==> src/arinc_pkg.sv <==
// Shared constants, types and helpers of the serial word codec.
package arinc_pkg;

   // ****************************************************************
   // Clock, rates and timing
   // ****************************************************************
   localparam int CLK_HZ = 20_000_000;
   localparam int RATE_LO_BPS = 12_500;
   localparam int RATE_MID_BPS = 50_000;
   localparam int RATE_HI_BPS = 100_000;
   localparam int CNT_W = 11;
   localparam int IDLE_W = 13;
   localparam logic [CNT_W-1:0] CYC_LO = CNT_W'(CLK_HZ / RATE_LO_BPS);
   localparam logic [CNT_W-1:0] CYC_MID = CNT_W'(CLK_HZ / RATE_MID_BPS);
   localparam logic [CNT_W-1:0] CYC_HI = CNT_W'(CLK_HZ / RATE_HI_BPS);
   localparam logic [1:0] RATE_SEL_LO = 2'h0;
   localparam logic [1:0] RATE_SEL_HI = 2'h1;
   localparam logic [1:0] RATE_SEL_MID = 2'h2;
   localparam int TX_GAP_BITS = 4;
   localparam int RX_GAP_BITS = 2;

   // ****************************************************************
   // Word layout
   // ****************************************************************
   localparam int WORD_BITS = 32;
   localparam int MAX_CHAN = 16;
   localparam int PARITY_POS = 31;
   localparam int SIGN_STATUS_LSB = 29;
   localparam int PAYLOAD_LSB = 10;
   localparam int SOURCE_DEST_LSB = 8;
   localparam int LABEL_BITS = 8;
   localparam int LABEL_DEPTH = 256;
   localparam logic LABEL_RESET = 1'b1;

   typedef enum logic [1:0] {TX_IDLE, TX_SEND, TX_GAP} tx_state_e;

   // Rate code 3 is unused and falls back to the slow rate.
   function automatic logic [CNT_W-1:0] bit_cycles(input logic [1:0] sel);
      logic [CNT_W-1:0] c;
      c = CYC_LO;
      unique case (sel)
         RATE_SEL_HI: c = CYC_HI;
         RATE_SEL_MID: c = CYC_MID;
         default: c = CYC_LO;
      endcase
      return c;
   endfunction : bit_cycles

   // Maps serial slot n to its word bit: label bit 8 down to 1, then 9 up.
   function automatic logic [4:0] wire_index(input logic [4:0] n);
      return (n < 5'h08) ? 5'h07 - n : n;
   endfunction : wire_index

endpackage : arinc_pkg

==> src/label_mem.sv <==
// Per-channel label acceptance memory with registered read.
`timescale 1ns/1ps
`default_nettype none
module label_mem #(
   parameter int DEPTH = 256,
   parameter int AW = 8
) (
   input wire logic clk_sys,
   input wire logic resetn,
   input wire logic wr_en,
   input wire logic [AW-1:0] wr_addr,
   input wire logic wr_data,
   input wire logic [AW-1:0] rd_addr,
   output logic rd_data
);
   logic mem_q [DEPTH];

   always_ff @(posedge clk_sys or negedge resetn)
   begin
      if (!resetn)
      begin
         for (int i = 0; i < DEPTH; i++)
            mem_q[i] <= arinc_pkg::LABEL_RESET;
         rd_data <= 1'b0;
      end
      else
      begin
         if (wr_en)
            mem_q[wr_addr] <= wr_data;
         rd_data <= mem_q[rd_addr];
      end
   end
endmodule : label_mem
`default_nettype wire

==> src/word_buf.sv <==
// Small valid/ready FIFO that decouples received words from the user.
`timescale 1ns/1ps
`default_nettype none
module word_buf #(
   parameter int WIDTH = 33,
   parameter int DEPTH = 2
) (
   input wire logic clk_sys,
   input wire logic resetn,
   input wire logic in_valid,
   output logic in_ready,
   input wire logic [WIDTH-1:0] in_data,
   output logic out_valid,
   input wire logic out_ready,
   output logic [WIDTH-1:0] out_data
);
   localparam int PW = $clog2(DEPTH);
   logic [WIDTH-1:0] mem_q [DEPTH];
   logic [PW-1:0] wp_q, wp_d, rp_q, rp_d;
   logic [PW:0] cnt_q, cnt_d;
   logic push, pop;

   assign in_ready = cnt_q != (PW+1)'(DEPTH);
   assign out_valid = cnt_q != '0;
   assign out_data = mem_q[rp_q];
   assign push = in_valid && in_ready;
   assign pop = out_valid && out_ready;

   always_comb
   begin
      wp_d = wp_q;
      rp_d = rp_q;
      if (push)
         wp_d = (wp_q == PW'(DEPTH-1)) ? '0 : wp_q + 1'b1;
      if (pop)
         rp_d = (rp_q == PW'(DEPTH-1)) ? '0 : rp_q + 1'b1;
      cnt_d = cnt_q + (PW+1)'(push) - (PW+1)'(pop);
   end

   always_ff @(posedge clk_sys or negedge resetn)
   begin
      if (!resetn)
      begin
         wp_q <= '0;
         rp_q <= '0;
         cnt_q <= '0;
      end
      else
      begin
         wp_q <= wp_d;
         rp_q <= rp_d;
         cnt_q <= cnt_d;
      end
   end

   always_ff @(posedge clk_sys)
   begin
      if (push)
         mem_q[wp_q] <= in_data;
   end
endmodule : word_buf
`default_nettype wire

==> src/arinc_word_codec.sv <==
// Serial word codec: transmit serialisers and receive deserialisers.
`timescale 1ns/1ps
`default_nettype none
module arinc_word_codec #(
   parameter int N_TX = 1,
   parameter int N_RX = 1
) (
   input wire logic clk_sys,
   input wire logic resetn,
   input wire logic [1:0] tx_rate [N_TX],
   input wire logic [30:0] tx_word [N_TX],
   input wire logic tx_valid [N_TX],
   output logic tx_ready [N_TX],
   output logic tx_hi [N_TX],
   output logic tx_lo [N_TX],
   input wire logic [1:0] rx_rate [N_RX],
   input wire logic rx_hi [N_RX],
   input wire logic rx_lo [N_RX],
   input wire logic lbl_wr_en,
   input wire logic [3:0] lbl_wr_chan,
   input wire logic [7:0] lbl_wr_label,
   input wire logic lbl_wr_accept,
   output logic [31:0] rx_word [N_RX],
   output logic rx_parity_err [N_RX],
   output logic rx_valid [N_RX],
   input wire logic rx_ready [N_RX],
   output logic rx_overrun [N_RX]
);

   localparam int W = arinc_pkg::WORD_BITS;
   localparam int CW = arinc_pkg::CNT_W;
   localparam int IW = arinc_pkg::IDLE_W;

   // ****************************************************************
   // Transmit channels
   // ****************************************************************
   // Each channel drives its output pair and its tx_ready only, never a receive pin.
   for (genvar g = 0; g < N_TX; g++)
   begin : g_tx
      arinc_pkg::tx_state_e state_q, state_d;
      logic [W-1:0] frame_q, frame_d;
      logic [CW-1:0] per_q, per_d, tick_q, tick_d;
      logic [4:0] bit_q, bit_d;
      logic hi_q, hi_d, lo_q, lo_d;
      logic last, lvl;

      assign last = tick_q == per_q - 1'b1;
      assign lvl = frame_q[arinc_pkg::wire_index(bit_q)];
      assign tx_ready[g] = state_q == arinc_pkg::TX_IDLE;
      assign tx_hi[g] = hi_q;
      assign tx_lo[g] = lo_q;

      always_comb
      begin
         state_d = state_q;
         frame_d = frame_q;
         per_d = per_q;
         tick_d = last ? '0 : tick_q + 1'b1;
         bit_d = bit_q;
         // Return-to-zero: drive the first half bit, Null the second.
         hi_d = 1'b0;
         lo_d = 1'b0;
         unique case (state_q)
            arinc_pkg::TX_IDLE:
            begin
               tick_d = '0;
               bit_d = '0;
               if (tx_valid[g])
               begin
                  // Fields pass as given; parity makes the word odd.
                  frame_d = {~^tx_word[g], tx_word[g]};
                  per_d = arinc_pkg::bit_cycles(tx_rate[g]);
                  state_d = arinc_pkg::TX_SEND;
               end
            end
            arinc_pkg::TX_SEND:
            begin
               hi_d = (tick_q < (per_q >> 1)) && lvl;
               lo_d = (tick_q < (per_q >> 1)) && !lvl;
               if (last)
               begin
                  bit_d = bit_q + 1'b1;
                  if (bit_q == 5'(W-1))
                  begin
                     bit_d = '0;
                     state_d = arinc_pkg::TX_GAP;
                  end
               end
            end
            arinc_pkg::TX_GAP:
            begin
               if (last)
               begin
                  bit_d = bit_q + 1'b1;
                  if (bit_q == 5'(arinc_pkg::TX_GAP_BITS-1))
                     state_d = arinc_pkg::TX_IDLE;
               end
            end
            default: state_d = arinc_pkg::TX_IDLE;
         endcase
      end

      always_ff @(posedge clk_sys or negedge resetn)
      begin
         if (!resetn)
         begin
            state_q <= arinc_pkg::TX_IDLE;
            frame_q <= '0;
            per_q <= arinc_pkg::CYC_LO;
            tick_q <= '0;
            bit_q <= '0;
            hi_q <= 1'b0;
            lo_q <= 1'b0;
         end
         else
         begin
            state_q <= state_d;
            frame_q <= frame_d;
            per_q <= per_d;
            tick_q <= tick_d;
            bit_q <= bit_d;
            hi_q <= hi_d;
            lo_q <= lo_d;
         end
      end

   end

   // ****************************************************************
   // Receive channels
   // ****************************************************************
   for (genvar g = 0; g < N_RX; g++)
   begin : g_rx
      logic [W-1:0] sh_q, sh_d, word_q, word_d, hold_q, hold_d;
      logic [5:0] cnt_q, cnt_d;
      logic [IW-1:0] idle_q, idle_d, gap_lim;
      logic prev_q, chk1_q, chk1_d, chk2_q, hold_v_q, hold_v_d;
      logic ovr_q, ovr_d, act, start, accept, in_ready, we;
      logic [W:0] out_data;

      // A gap of two bit times is well short of the sender's four.
      assign gap_lim = IW'(arinc_pkg::bit_cycles(rx_rate[g]) *
                           arinc_pkg::RX_GAP_BITS);
      assign act = rx_hi[g] || rx_lo[g];
      // Both levels at once is a line fault and starts no bit.
      assign start = act && !prev_q && !(rx_hi[g] && rx_lo[g]);
      assign we = lbl_wr_en && lbl_wr_chan == 4'(g);

      always_comb
      begin
         sh_d = sh_q;
         cnt_d = cnt_q;
         word_d = word_q;
         chk1_d = 1'b0;
         idle_d = act ? '0 : ((idle_q == gap_lim) ? idle_q : idle_q + 1'b1);
         if (start)
         begin
            sh_d[arinc_pkg::wire_index(cnt_q[4:0])] = rx_hi[g];
            cnt_d = cnt_q + 1'b1;
            if (cnt_q == 6'(W-1))
            begin
               cnt_d = '0;
               word_d = sh_d;
               chk1_d = 1'b1;
            end
         end
         else if (idle_q == gap_lim)
            cnt_d = '0;
         hold_d = hold_q;
         hold_v_d = hold_v_q && !in_ready;
         ovr_d = 1'b0;
         // A newer word replaces one the buffer could not take.
         if (chk2_q && accept)
         begin
            hold_d = word_q;
            hold_v_d = 1'b1;
            ovr_d = hold_v_q && !in_ready;
         end
      end

      always_ff @(posedge clk_sys or negedge resetn)
      begin
         if (!resetn)
         begin
            sh_q <= '0;
            cnt_q <= '0;
            word_q <= '0;
            hold_q <= '0;
            idle_q <= '0;
            prev_q <= 1'b0;
            chk1_q <= 1'b0;
            chk2_q <= 1'b0;
            hold_v_q <= 1'b0;
            ovr_q <= 1'b0;
         end
         else
         begin
            sh_q <= sh_d;
            cnt_q <= cnt_d;
            word_q <= word_d;
            hold_q <= hold_d;
            idle_q <= idle_d;
            prev_q <= act;
            chk1_q <= chk1_d;
            chk2_q <= chk1_q;
            hold_v_q <= hold_v_d;
            ovr_q <= ovr_d;
         end
      end

      label_mem #(
         .DEPTH(arinc_pkg::LABEL_DEPTH),
         .AW(arinc_pkg::LABEL_BITS)
      ) u_lbl (
         .clk_sys(clk_sys),
         .resetn(resetn),
         .wr_en(we),
         .wr_addr(lbl_wr_label),
         .wr_data(lbl_wr_accept),
         .rd_addr(word_q[arinc_pkg::LABEL_BITS-1:0]),
         .rd_data(accept)
      );

      word_buf #(
         .WIDTH(W + 1),
         .DEPTH(2)
      ) u_buf (
         .clk_sys(clk_sys),
         .resetn(resetn),
         .in_valid(hold_v_q),
         .in_ready(in_ready),
         .in_data({~^hold_q, hold_q}),
         .out_valid(rx_valid[g]),
         .out_ready(rx_ready[g]),
         .out_data(out_data)
      );

      assign rx_word[g] = out_data[W-1:0];
      assign rx_parity_err[g] = out_data[W];
      assign rx_overrun[g] = ovr_q;

   end
endmodule : arinc_word_codec
`default_nettype wire

==> config.mk <==
export PLATFORM = sky130hd
export DESIGN_NAME = arinc_word_codec
export DESIGN_NICKNAME = d
export VERILOG_FILES = /design/src/arinc_pkg.sv /design/src/label_mem.sv /design/src/word_buf.sv /design/src/arinc_word_codec.sv
export SDC_FILE = /design/constraint.sdc
export NUM_CORES = 1
export LEC_CHECK = 0
export BUFFER_PORTS_ARGS = -buffer_cell sky130_fd_sc_hd__clkbuf_2
export CAP_MARGIN = 40
export CORE_ASPECT_RATIO = 1.4
export CORE_UTILIZATION = 55
export DETAILED_ROUTE_END_ITERATION = 16
export PLACE_DENSITY = 0.77
export SLEW_MARGIN = 10
export SYNTH_ARGS = -nofsm -noshare
export SYNTH_HDL_FRONTEND = slang
export SYNTH_SLANG_ARGS = --single-unit
==> constraint.sdc <==
create_clock -name clk_sys -period 4.7 [get_ports clk_sys]
set_clock_uncertainty 0.15 [all_clocks]
set_input_delay 0.94 -clock clk_sys [delete_from_list [all_inputs] [get_ports clk_sys]]
set_output_delay 0.94 -clock clk_sys [all_outputs]
set_load 0.02 [all_outputs]
# --- Yosys cells after proc, flatten, opt, wreduce, memory -nomap -nowiden ---
# Memories as Yosys holds them, arrays and structs flattened.
# Cells that the tools add are included.
word_totals:
  regBits: 444
  latchBits: 0
  ramBits: 66
  mem_bits_ro: 0
  input_bits: 55
  out_inout_bits: 38
  wordCells: 388
  memories: 1
op_classes:
  add_sub_neg: 11
  multipliers: 0
  n_div: 0
  order_cmp: 9
  eq_ne: 18
  n_shift: 0
  muxes: 42
  bitwise: 2
  reduce_logical: 28
mem_list:
  columns: ["memory", "depth", "word_bits", "read_ports", "rd_clocked_by_memory_dff", "wr", "line_no", "rtl"]
  rows:
  - ["g_rx[0].u_buf.mem_q", 2, 33, 1, 0, 1, "word_buf.sv:18", "logic [WIDTH-1:0] mem_q [DEPTH];"]
op_table:
  columns: ["op", "count"]
  rows:
  - ["bitwise mux 256 bit", 1]
  - ["case mux 11 bit (2 select lines)", 2]
  - ["bitwise mux 32 bit", 1]
  - ["XNOR reduction 32 bit", 1]
  - ["XNOR reduction 31 bit", 1]
  - ["2-to-1 mux 13 bit", 2]
  - ["2-to-1 mux 5 bit", 5]
  - ["2-to-1 mux 11 bit", 2]
  - ["greater-or-equal comparator 9 bit, second input constant", 2]
  - ["2-to-1 mux 6 bit", 3]
  - ["NOT 8 -> 9 bit", 2]
  - ["2-to-1 mux 1 bit", 15]
  - ["case mux 5 bit (3 select lines)", 1]
  - ["inequality test 2 bit, second input constant", 7]
  - ["adder 13 x 1 -> 13 bit, second input constant", 1]
  - ["equality test 13 x 12 -> 1 bit", 1]
  - ["logical AND 1 bit", 12]
  - ["less-than comparator 5 x 6 -> 1 bit, second input constant", 2]
  - ["adder 11 x 1 -> 11 bit, second input constant", 1]
  - ["equality test 11 bit", 1]
  - ["less-than comparator 11 x 10 -> 1 bit", 1]
  - ["subtractor 11 x 1 -> 11 bit, second input constant", 1]
  - ["less-than comparator 5 x 4 -> 1 bit, second input constant", 2]
  - ["2-to-1 mux 2 bit", 5]
  - ["27 further kinds", 38]

# --- Longest topological paths before layout ---
# Gate-level depths: netlist of run 1.
depth:
  depth_word: 7
  ltp_mapped: 11

# --- Hierarchy ---
# Synthesis of run 1 repeated with hierarchy kept, for this count alone.
hier_totals:
  hier_cells: 2055
  hier_area_um2: 25369.3
by_module_without_submodules:
  columns: ["module", "instances", "cells_per_inst", "area_each_um2", "seq_area_each_um2"]
  rows:
  - ["label_mem", 1, 1110, 13436.6, 6751.5]
  - ["arinc_word_codec", 1, 820, 9321.4, 4431.8]
  - ["word_buf", 1, 125, 2611.3, 2082.0]

# --- Least setup slack after synthesis of run 1 ---
# OpenSTA, ideal clock, no wires.
synth_timing:
  kind: "input-to-reg"
  startpoint: "input port lbl_wr_chan[1]"
  endpoint: "register g_rx[0].u_lbl.mem_q[176] (netlist name)"
  arrival_ps: 2636
  slack_ps: 1832
  cell_stages: 8
  path_buffers: 1
  path_cell_list: "nor4_1 nand2_1 nor2_1 nand2_1 nor3_1 buf_2 nand2_1 mux2_2"
synth_between:
  elab_chain_len: 2
synth_rtl:
  columns: ["element", "line_no", "rtl"]
  rows:
  - ["start, declared", "arinc_word_codec.sv:20", "input wire logic [3:0] lbl_wr_chan,"]
  - ["zero test 4 bit", "arinc_word_codec.sv:147", "assign we = lbl_wr_en && lbl_wr_chan == 4'(g);"]
  - ["logical AND 1 bit", "arinc_word_codec.sv:147", null]
  - ["end signal, assigned by index", "label_mem.sv:23", "mem_q[i] <= arinc_pkg::LABEL_RESET;"]
  - ["end signal, assigned by index", "label_mem.sv:29", "mem_q[wr_addr] <= wr_data;"]
  - ["end, declared", "label_mem.sv:16", "logic mem_q [DEPTH];"]
# No other way between the ends.
# A chain may end at the register's enable or synchronous reset.

==> flow_summary.json, run 1 <==
{
  "pin_count": 93,
  "drt-initial-drc-count": 1028,
  "synthCells": 2031,
  "final_cell_mix": "mux2_2 (390), nand2_1 (316), dfstp_2 (258)",
  "track_usage_pct": 24.1,
  "detailed_place_hpwl_um": 35100,
  "startpoint_type": "register",
  "slew_headroom_pct": 37.9,
  "crit_start": "g_rx[0].u_buf.rp_q",
  "synth-seq-area-share_pct": 53.4,
  "ys.warnings.count": 0,
  "max-cap-violations": 0,
  "fp-row-count": 91,
  "cts_made_buffers": 48,
  "clockBufferDepth": 3,
  "ys_ff_latch": 504,
  "cts_root_buf": "clkbuf_16",
  "status": "finished clean",
  "vdd_ir_drop_max_mv": 0.377,
  "reg2reg_from": "g_tx[0].bit_q[3]",
  "synth-edff-count": 66,
  "ant_nets": 0,
  "synth_fp_nets": 2112,
  "r2r_setup_slack_ns": 1.49,
  "fp.coreArea_um2": 44300,
  "critPathRequiredTime_ns": 3.61,
  "min_period_over_period_pct": 73.2,
  "clk_latency_ns": 0.58,
  "avgViaCountPerCell": 5.86,
  "power.total_w": 0.0113,
  "final_common_cell": "mux2_2",
  "fill_cells": 3338,
  "whs_path_depth": 0,
  "start_util_pct": 56.1,
  "synthArstFlopShare_pct": 86.9,
  "gr-total-overflow": 0,
  "gp_congestion": 0.834,
  "cp-endpoint": "rx_word[6]",
  "rsz0062_at_grt": "false",
  "cts_setup_buffers": 0,
  "die_width_um": 182,
  "endpoint_kind": "output port",
  "grt_max_degree": 137,
  "min_period_ns": 3.44,
  "dr_total_vias": 15800,
  "grt_pass1_wl_um": 88500,
  "ys_types": 55,
  "fin_nets": 2182,
  "slew_viol_final": 0,
  "fmax_mhz": 291,
  "holdWs_ns": 0.208,
  "hold_violations": 0,
  "cts_tree": "done",
  "path_clk_slew_ns": 0.06,
  "drc_errors": 0,
  "cp.arrival_ns": 2.35,
  "final_util_pct": 62.8,
  "grt_pass1_vias": 17000,
  "port_buffers": 92,
  "clock_sink_count": 504,
  "finalNonFillerCells": 2699,
  "leakage_nw": 11.5,
  "routedWlPerCell_um": 19.8,
  "die_area_um2": 46000,
  "hold_path_class": "register to register",
  "rr_endpoint": "tx_lo",
  "antenna_cells": 0,
  "syn_avg_cell_area_um2": 12.2,
  "drt-total-wl_um": 53300,
  "fp.dieH_um": 253,
  "synth_flop_cell": "dfstp_2",
  "post_cts_resized": 0,
  "power_density_nw_per_um2": 408,
  "cp_max_fo": 18,
  "netlist_area_um2": 24800,
  "worst_pin_slew_ns": 0.932,
  "path_class": "register to output port",
  "placed_cells": 2609,
  "cts_hold_buffers": 0,
  "setup_viol": 0,
  "drive_gt1_share_pct": 43.8,
  "finalSetupTns_ns": 0,
  "h-tree-depth": 2,
  "reg2reg_depth": 8,
  "firstDrtPassIters": 5,
  "antenna_found_initial": 0,
  "syn_to_final_growth_pct": 12.0
}
-- registers in the layout (all words and copies together) (netlist names), 5 cells and up --
signal,cells
g_rx.sh_q,32
g_rx.u_buf.mem_q,66
g_rx.word_q,32
g_tx.bit_q,5
g_tx.frame_q,32
g_rx.cnt_q,6
g_rx.hold_q,32
g_rx.u_lbl.mem_q,256
g_tx.per_q,5
g_tx.tick_q,11
g_rx.idle_q,13
-- cell families after synthesis --
| kind of cell | after synthesis | synth area share [%] |
|---|---|---|
| buffers and inverters | 158 | 2.53 |
| flip-flops | 504 | 53.4 |
| AND/OR/NAND/NOR | 590 | 10.1 |
| XOR/XNOR | 100 | 3.56 |
| multiplexers | 532 | 26.1 |
| adder cells (fa/ha/maj) | 26 | 1.31 |
| AO/OA/AOI/OAI | 121 | 2.95 |
-- worst max-delay path, cell delays in order, from the launching register on --
cell and delay (ns):
dfrtp_1 0.83, buf_4 0.38, mux2_2 0.38, clkbuf_2 0.16
-- routing by layer --
metal  wire (µm)  part of all wire, %  up-vias  track usage (%)
li1            -                    -     7236                -
met1       20500                   38     8032             28.5
met2       28800                   54      412             44.7
met3        2140                  4.0      127             2.60
met4        1930                  3.6        0             9.52
met5           0                    0        -                0
-- cells in the mapped netlist, types with 9 or more instances --
cell,count,area share [%]
ha_1,26,1.3
mux4_2,47,4.3
o21ai_0,48,0.97
o22ai_1,25,0.63
nor2b_1,14,0.35
xor2_1,28,0.99
nor4_1,9,0.23
nand3_1,42,0.85
clkbuf_1,109,1.6
inv_1,23,0.35
xnor2_1,71,2.5
a21oi_1,10,0.20
mux2i_1,89,3.6
edfxtp_1,66,8.0
nor2_1,138,2.1
mux2_2,390,18
dfrtp_1,180,18
nand2_1,316,4.8
and3_1,10,0.25
dfstp_2,258,27
buf_2,10,0.20
buf_1,10,0.15
nand2b_1,10,0.25
nor3_1,16,0.32
-- where the power goes --
group | switching, W | internal (W) | leakage, nW
Sequential | 0.000309 | 0.00477 | 5.63
Clock | 0.00166 | 0.00257 | 0.855
Combinational | 0.00109 | 0.000946 | 4.97
Total | 0.00306 | 0.00828 | 11.5
-- worst min path at each step --
stage                               from             end  slack [ns]
after floorplan           g_rx[0].chk1_q  g_rx[0].chk2_q        0.18
after global placement    g_rx[0].chk1_q  g_rx[0].chk2_q        0.19
after detailed placement  g_rx[0].chk1_q  g_rx[0].chk2_q        0.21
after CTS                 g_rx[0].chk1_q  g_rx[0].chk2_q        0.21
after global routing      g_rx[0].chk1_q  g_rx[0].chk2_q        0.22
final                     g_rx[0].chk1_q  g_rx[0].chk2_q        0.21
-- metrics by stage --
step | instance area [µm²] | setup slack [ns]
2_1_floorplan | 24800 | 1.83
3_3_place_gp | 26000 | 1.15
3_5_place_dp | 26100 | 1.32
4_1_cts | 27800 | 1.21
5_1_grt | 27800 | 1.16
6_report | 27800 | 1.26
-- cell type report --
class,instances,area [µm²],share of cell area (%)
Sequential cell,504,13300,47.7
Multi-Input combinational cell,1369,11000,39.4
Clock buffer,68,1430,5.15
Timing Repair Buffer,155,1040,3.73
Tap cell,558,698,2.51
Clock inverter,22,322,1.16
Inverter,23,86.3,0.311
Power figures use the tool's default switching activity.
==> inputs of run 2 (changes only) <==
Settings changed: PLACE_DENSITY 0.77 to 0.8.
Clock period 4.7 ns to 3 ns, I/O delays scaled along.
==> run 2 against run 1 <==
Sequential power up 55%. Clock-buffer cell count rose by 9. Non-clock buffer count up 30. Total power up 53%. Largest cell class unchanged. Global-route usage shrank 0.28 points. Register-to-register slack worse by 1.4 ns. Die area unchanged. Critical path type is now register to register. Worst hold slack got worse by 0.075 ns. Via count is 0.70% higher. Core utilization grew 0.23 points.
==> flow_summary.json, run 2 (synthesized netlist as in run 1, its figures left out) <==
{
  "track_usage_pct": 23.8,
  "port_buffers": 92,
  "cts_setup_buffers": 0,
  "status": "finished clean",
  "drive_gt1_share_pct": 44.3,
  "comb_power_share_pct": 19.1,
  "max-cap-violations": 0,
  "die_width_um": 182,
  "finalSetupTns_ns": 0,
  "slew_viol_final": 0,
  "fp.dieH_um": 253,
  "cts_tree": "done",
  "routedWlPerCell_um": 19.4,
  "antenna_cells": 0,
  "clockBufferDepth": 3,
  "placed_cells": 2638,
  "seq_area_um2": 13300,
  "min_period_over_period_pct": 96.2,
  "met1_usage_pct": 26.7,
  "startpoint_type": "register",
  "vdd_ir_drop_max_mv": 0.562,
  "gr-total-overflow": 0,
  "start_util_pct": 56.1,
  "fp-row-count": 91,
  "slowest_stage": "dfrtp_4",
  "drt-total-wl_um": 53000,
  "fp.coreArea_um2": 44300,
  "cp_max_fo": 20,
  "finalNonFillerCells": 2729,
  "syn_to_final_growth_pct": 12.4,
  "h-tree-depth": 2,
  "fill_cells": 3242,
  "leakage_nw": 11.5,
  "slowest_delay_ns": 0.69,
  "grt_max_degree": 80,
  "top_register": "g_rx.u_lbl.mem_q",
  "final_common_cell": "mux2_2",
  "gr-usage-met3_pct": 3.09,
  "drt-initial-drc-count": 710,
  "rsz0062_at_grt": "false",
  "hold_violations": 0,
  "cp.arrival_ns": 3.20,
  "fmax_mhz": 346,
  "grtUsageMet2_pct": 44.2,
  "clk_latency_ns": 0.58,
  "seqPwrFrac_pct": 45.6,
  "largest_register_ffs": 256,
  "grt_pass1_vias": 16900,
  "multi_input_area_um2": 10900,
  "intPower_w": 0.0125,
  "dr_total_vias": 15900,
  "endpoint_kind": "register",
  "power.total_w": 0.0173,
  "path_clk_slew_ns": 0.06,
  "drc_errors": 0,
  "clock_sink_count": 504,
  "worstPathCellList": "buf_12 -> mux4_2 -> a22o_1 -> nor4_1 -> a31oi_1 -> a21oi_1 -> and3_1 -> a31oi_1",
  "swShare_pct": 27.5,
  "avgViaCountPerCell": 5.83,
  "cts_root_buf": "clkbuf_16",
  "slew_headroom_pct": 53.5,
  "biggestRegsByFlops": "g_rx.u_lbl.mem_q: 256 flops, g_rx.u_buf.mem_q: 66 flops",
  "power_density_nw_per_um2": 620,
  "detailed_place_hpwl_um": 36100,
  "die_area_um2": 46000,
  "path_class": "register to register",
  "critPathRequiredTime_ns": 3.31,
  "busiest_layer": "met2",
  "final_cell_mix": "mux2_2 (390), nand2_1 (316), dfstp_2 (258)",
  "ant_nets": 0,
  "firstDrtPassIters": 5,
  "hold_path_class": "primary input to register",
  "setup_viol": 0,
  "antenna_found_initial": 0,
  "grt_pass1_wl_um": 87200,
  "power.switching_w": 0.00476,
  "gp_congestion": 0.818,
  "pin_count": 93,
  "p_clk_share_pct": 35.3,
  "cts_made_buffers": 49,
  "min_period_ns": 2.89,
  "worst_pin_slew_ns": 0.698,
  "crit_top_cell": "a31oi_1",
  "fin_nets": 2213
}
==> run 2: stage by stage <==
step / hold slack [ns] / setup slack [ns] / util (%) / cell area [µm²]
2_1_floorplan: 0.154 / 0.175 / - / 24800
3_3_place_gp: 0.195 / 0.190 / 59.3 / 26300
3_5_place_dp: 0.190 / 0.176 / 59.3 / 26300
4_1_cts: 0.119 / 0.101 / 63.0 / 27900
5_1_grt: 0.130 / 0.0249 / 63.0 / 27900
6_report: 0.133 / 0.113 / 63.0 / 27900
==> run 2: power by group through the flow <==
stage / clock network [W] / registers, W / logic, W
after floorplan: 0 / 0.00780 / 0.00245
after global placement: 0 / 0.00797 / 0.00320
after detailed placement: 0 / 0.00800 / 0.00331
after CTS: 0.00622 / 0.00790 / 0.00333
after global routing: 0.00651 / 0.00796 / 0.00362
final: 0.00611 / 0.00789 / 0.00331
==> run 2: timing repair <==
item,in CTS,in global routing
endpoints found under the setup margin,0,2
gates resized for setup,0,1
endpoints found under the hold margin,8,0
hold buffers,1,0
==> run 2: final timing paths <==
check	start	to	slack (ns)	cells past startpoint
worst min register to register	g_rx[0].chk1_q	g_rx[0].chk2_q	0.20	0
worst min-delay path	tx_word[26]	g_tx[0].frame_q[26]	0.13	2
max in group asynchronous	resetn	g_rx[0].u_lbl.mem_q[138]	1.31	3
worst max-delay path	g_rx[0].word_q[0]	g_rx[0].u_lbl.rd_data	0.11	8
min in group asynchronous	resetn	g_rx[0].sh_q[22]	0.53	2
worst max register to register	g_rx[0].word_q[0]	g_rx[0].u_lbl.rd_data	0.11	8
==> run 2: per-layer routing <==
layer	vias up	part of all wire [%]	wire length, µm
met2	405	54	28400
met5	-	0	0
met1	8061	38	20100
met4	0	4.7	2500
li1	7294	-	-
met3	157	3.9	2060
==> run 2: layout make-up <==
| cell class | count | area share (%) |
|---|---|---|
| clock buffers | 77 | 5.36 |
| well taps | 558 | 2.50 |
| flip-flops and latches | 504 | 47.6 |
| multi-input cells | 1369 | 39.2 |
| inverters | 23 | 0.309 |
| repair buffers | 185 | 4.62 |
| clock inverters | 13 | 0.404 |
==> run 2: worst max-delay path, delay by kind of cell (launching register included) <==
| kind | cells | cell delay, ns |
|---|---|---|
| simple gates | 2 | 0.47 |
| buf+inv | 1 | 0.22 |
| mux | 1 | 0.52 |
| flops | 1 | 0.69 |
| compound gates | 4 | 0.71 |
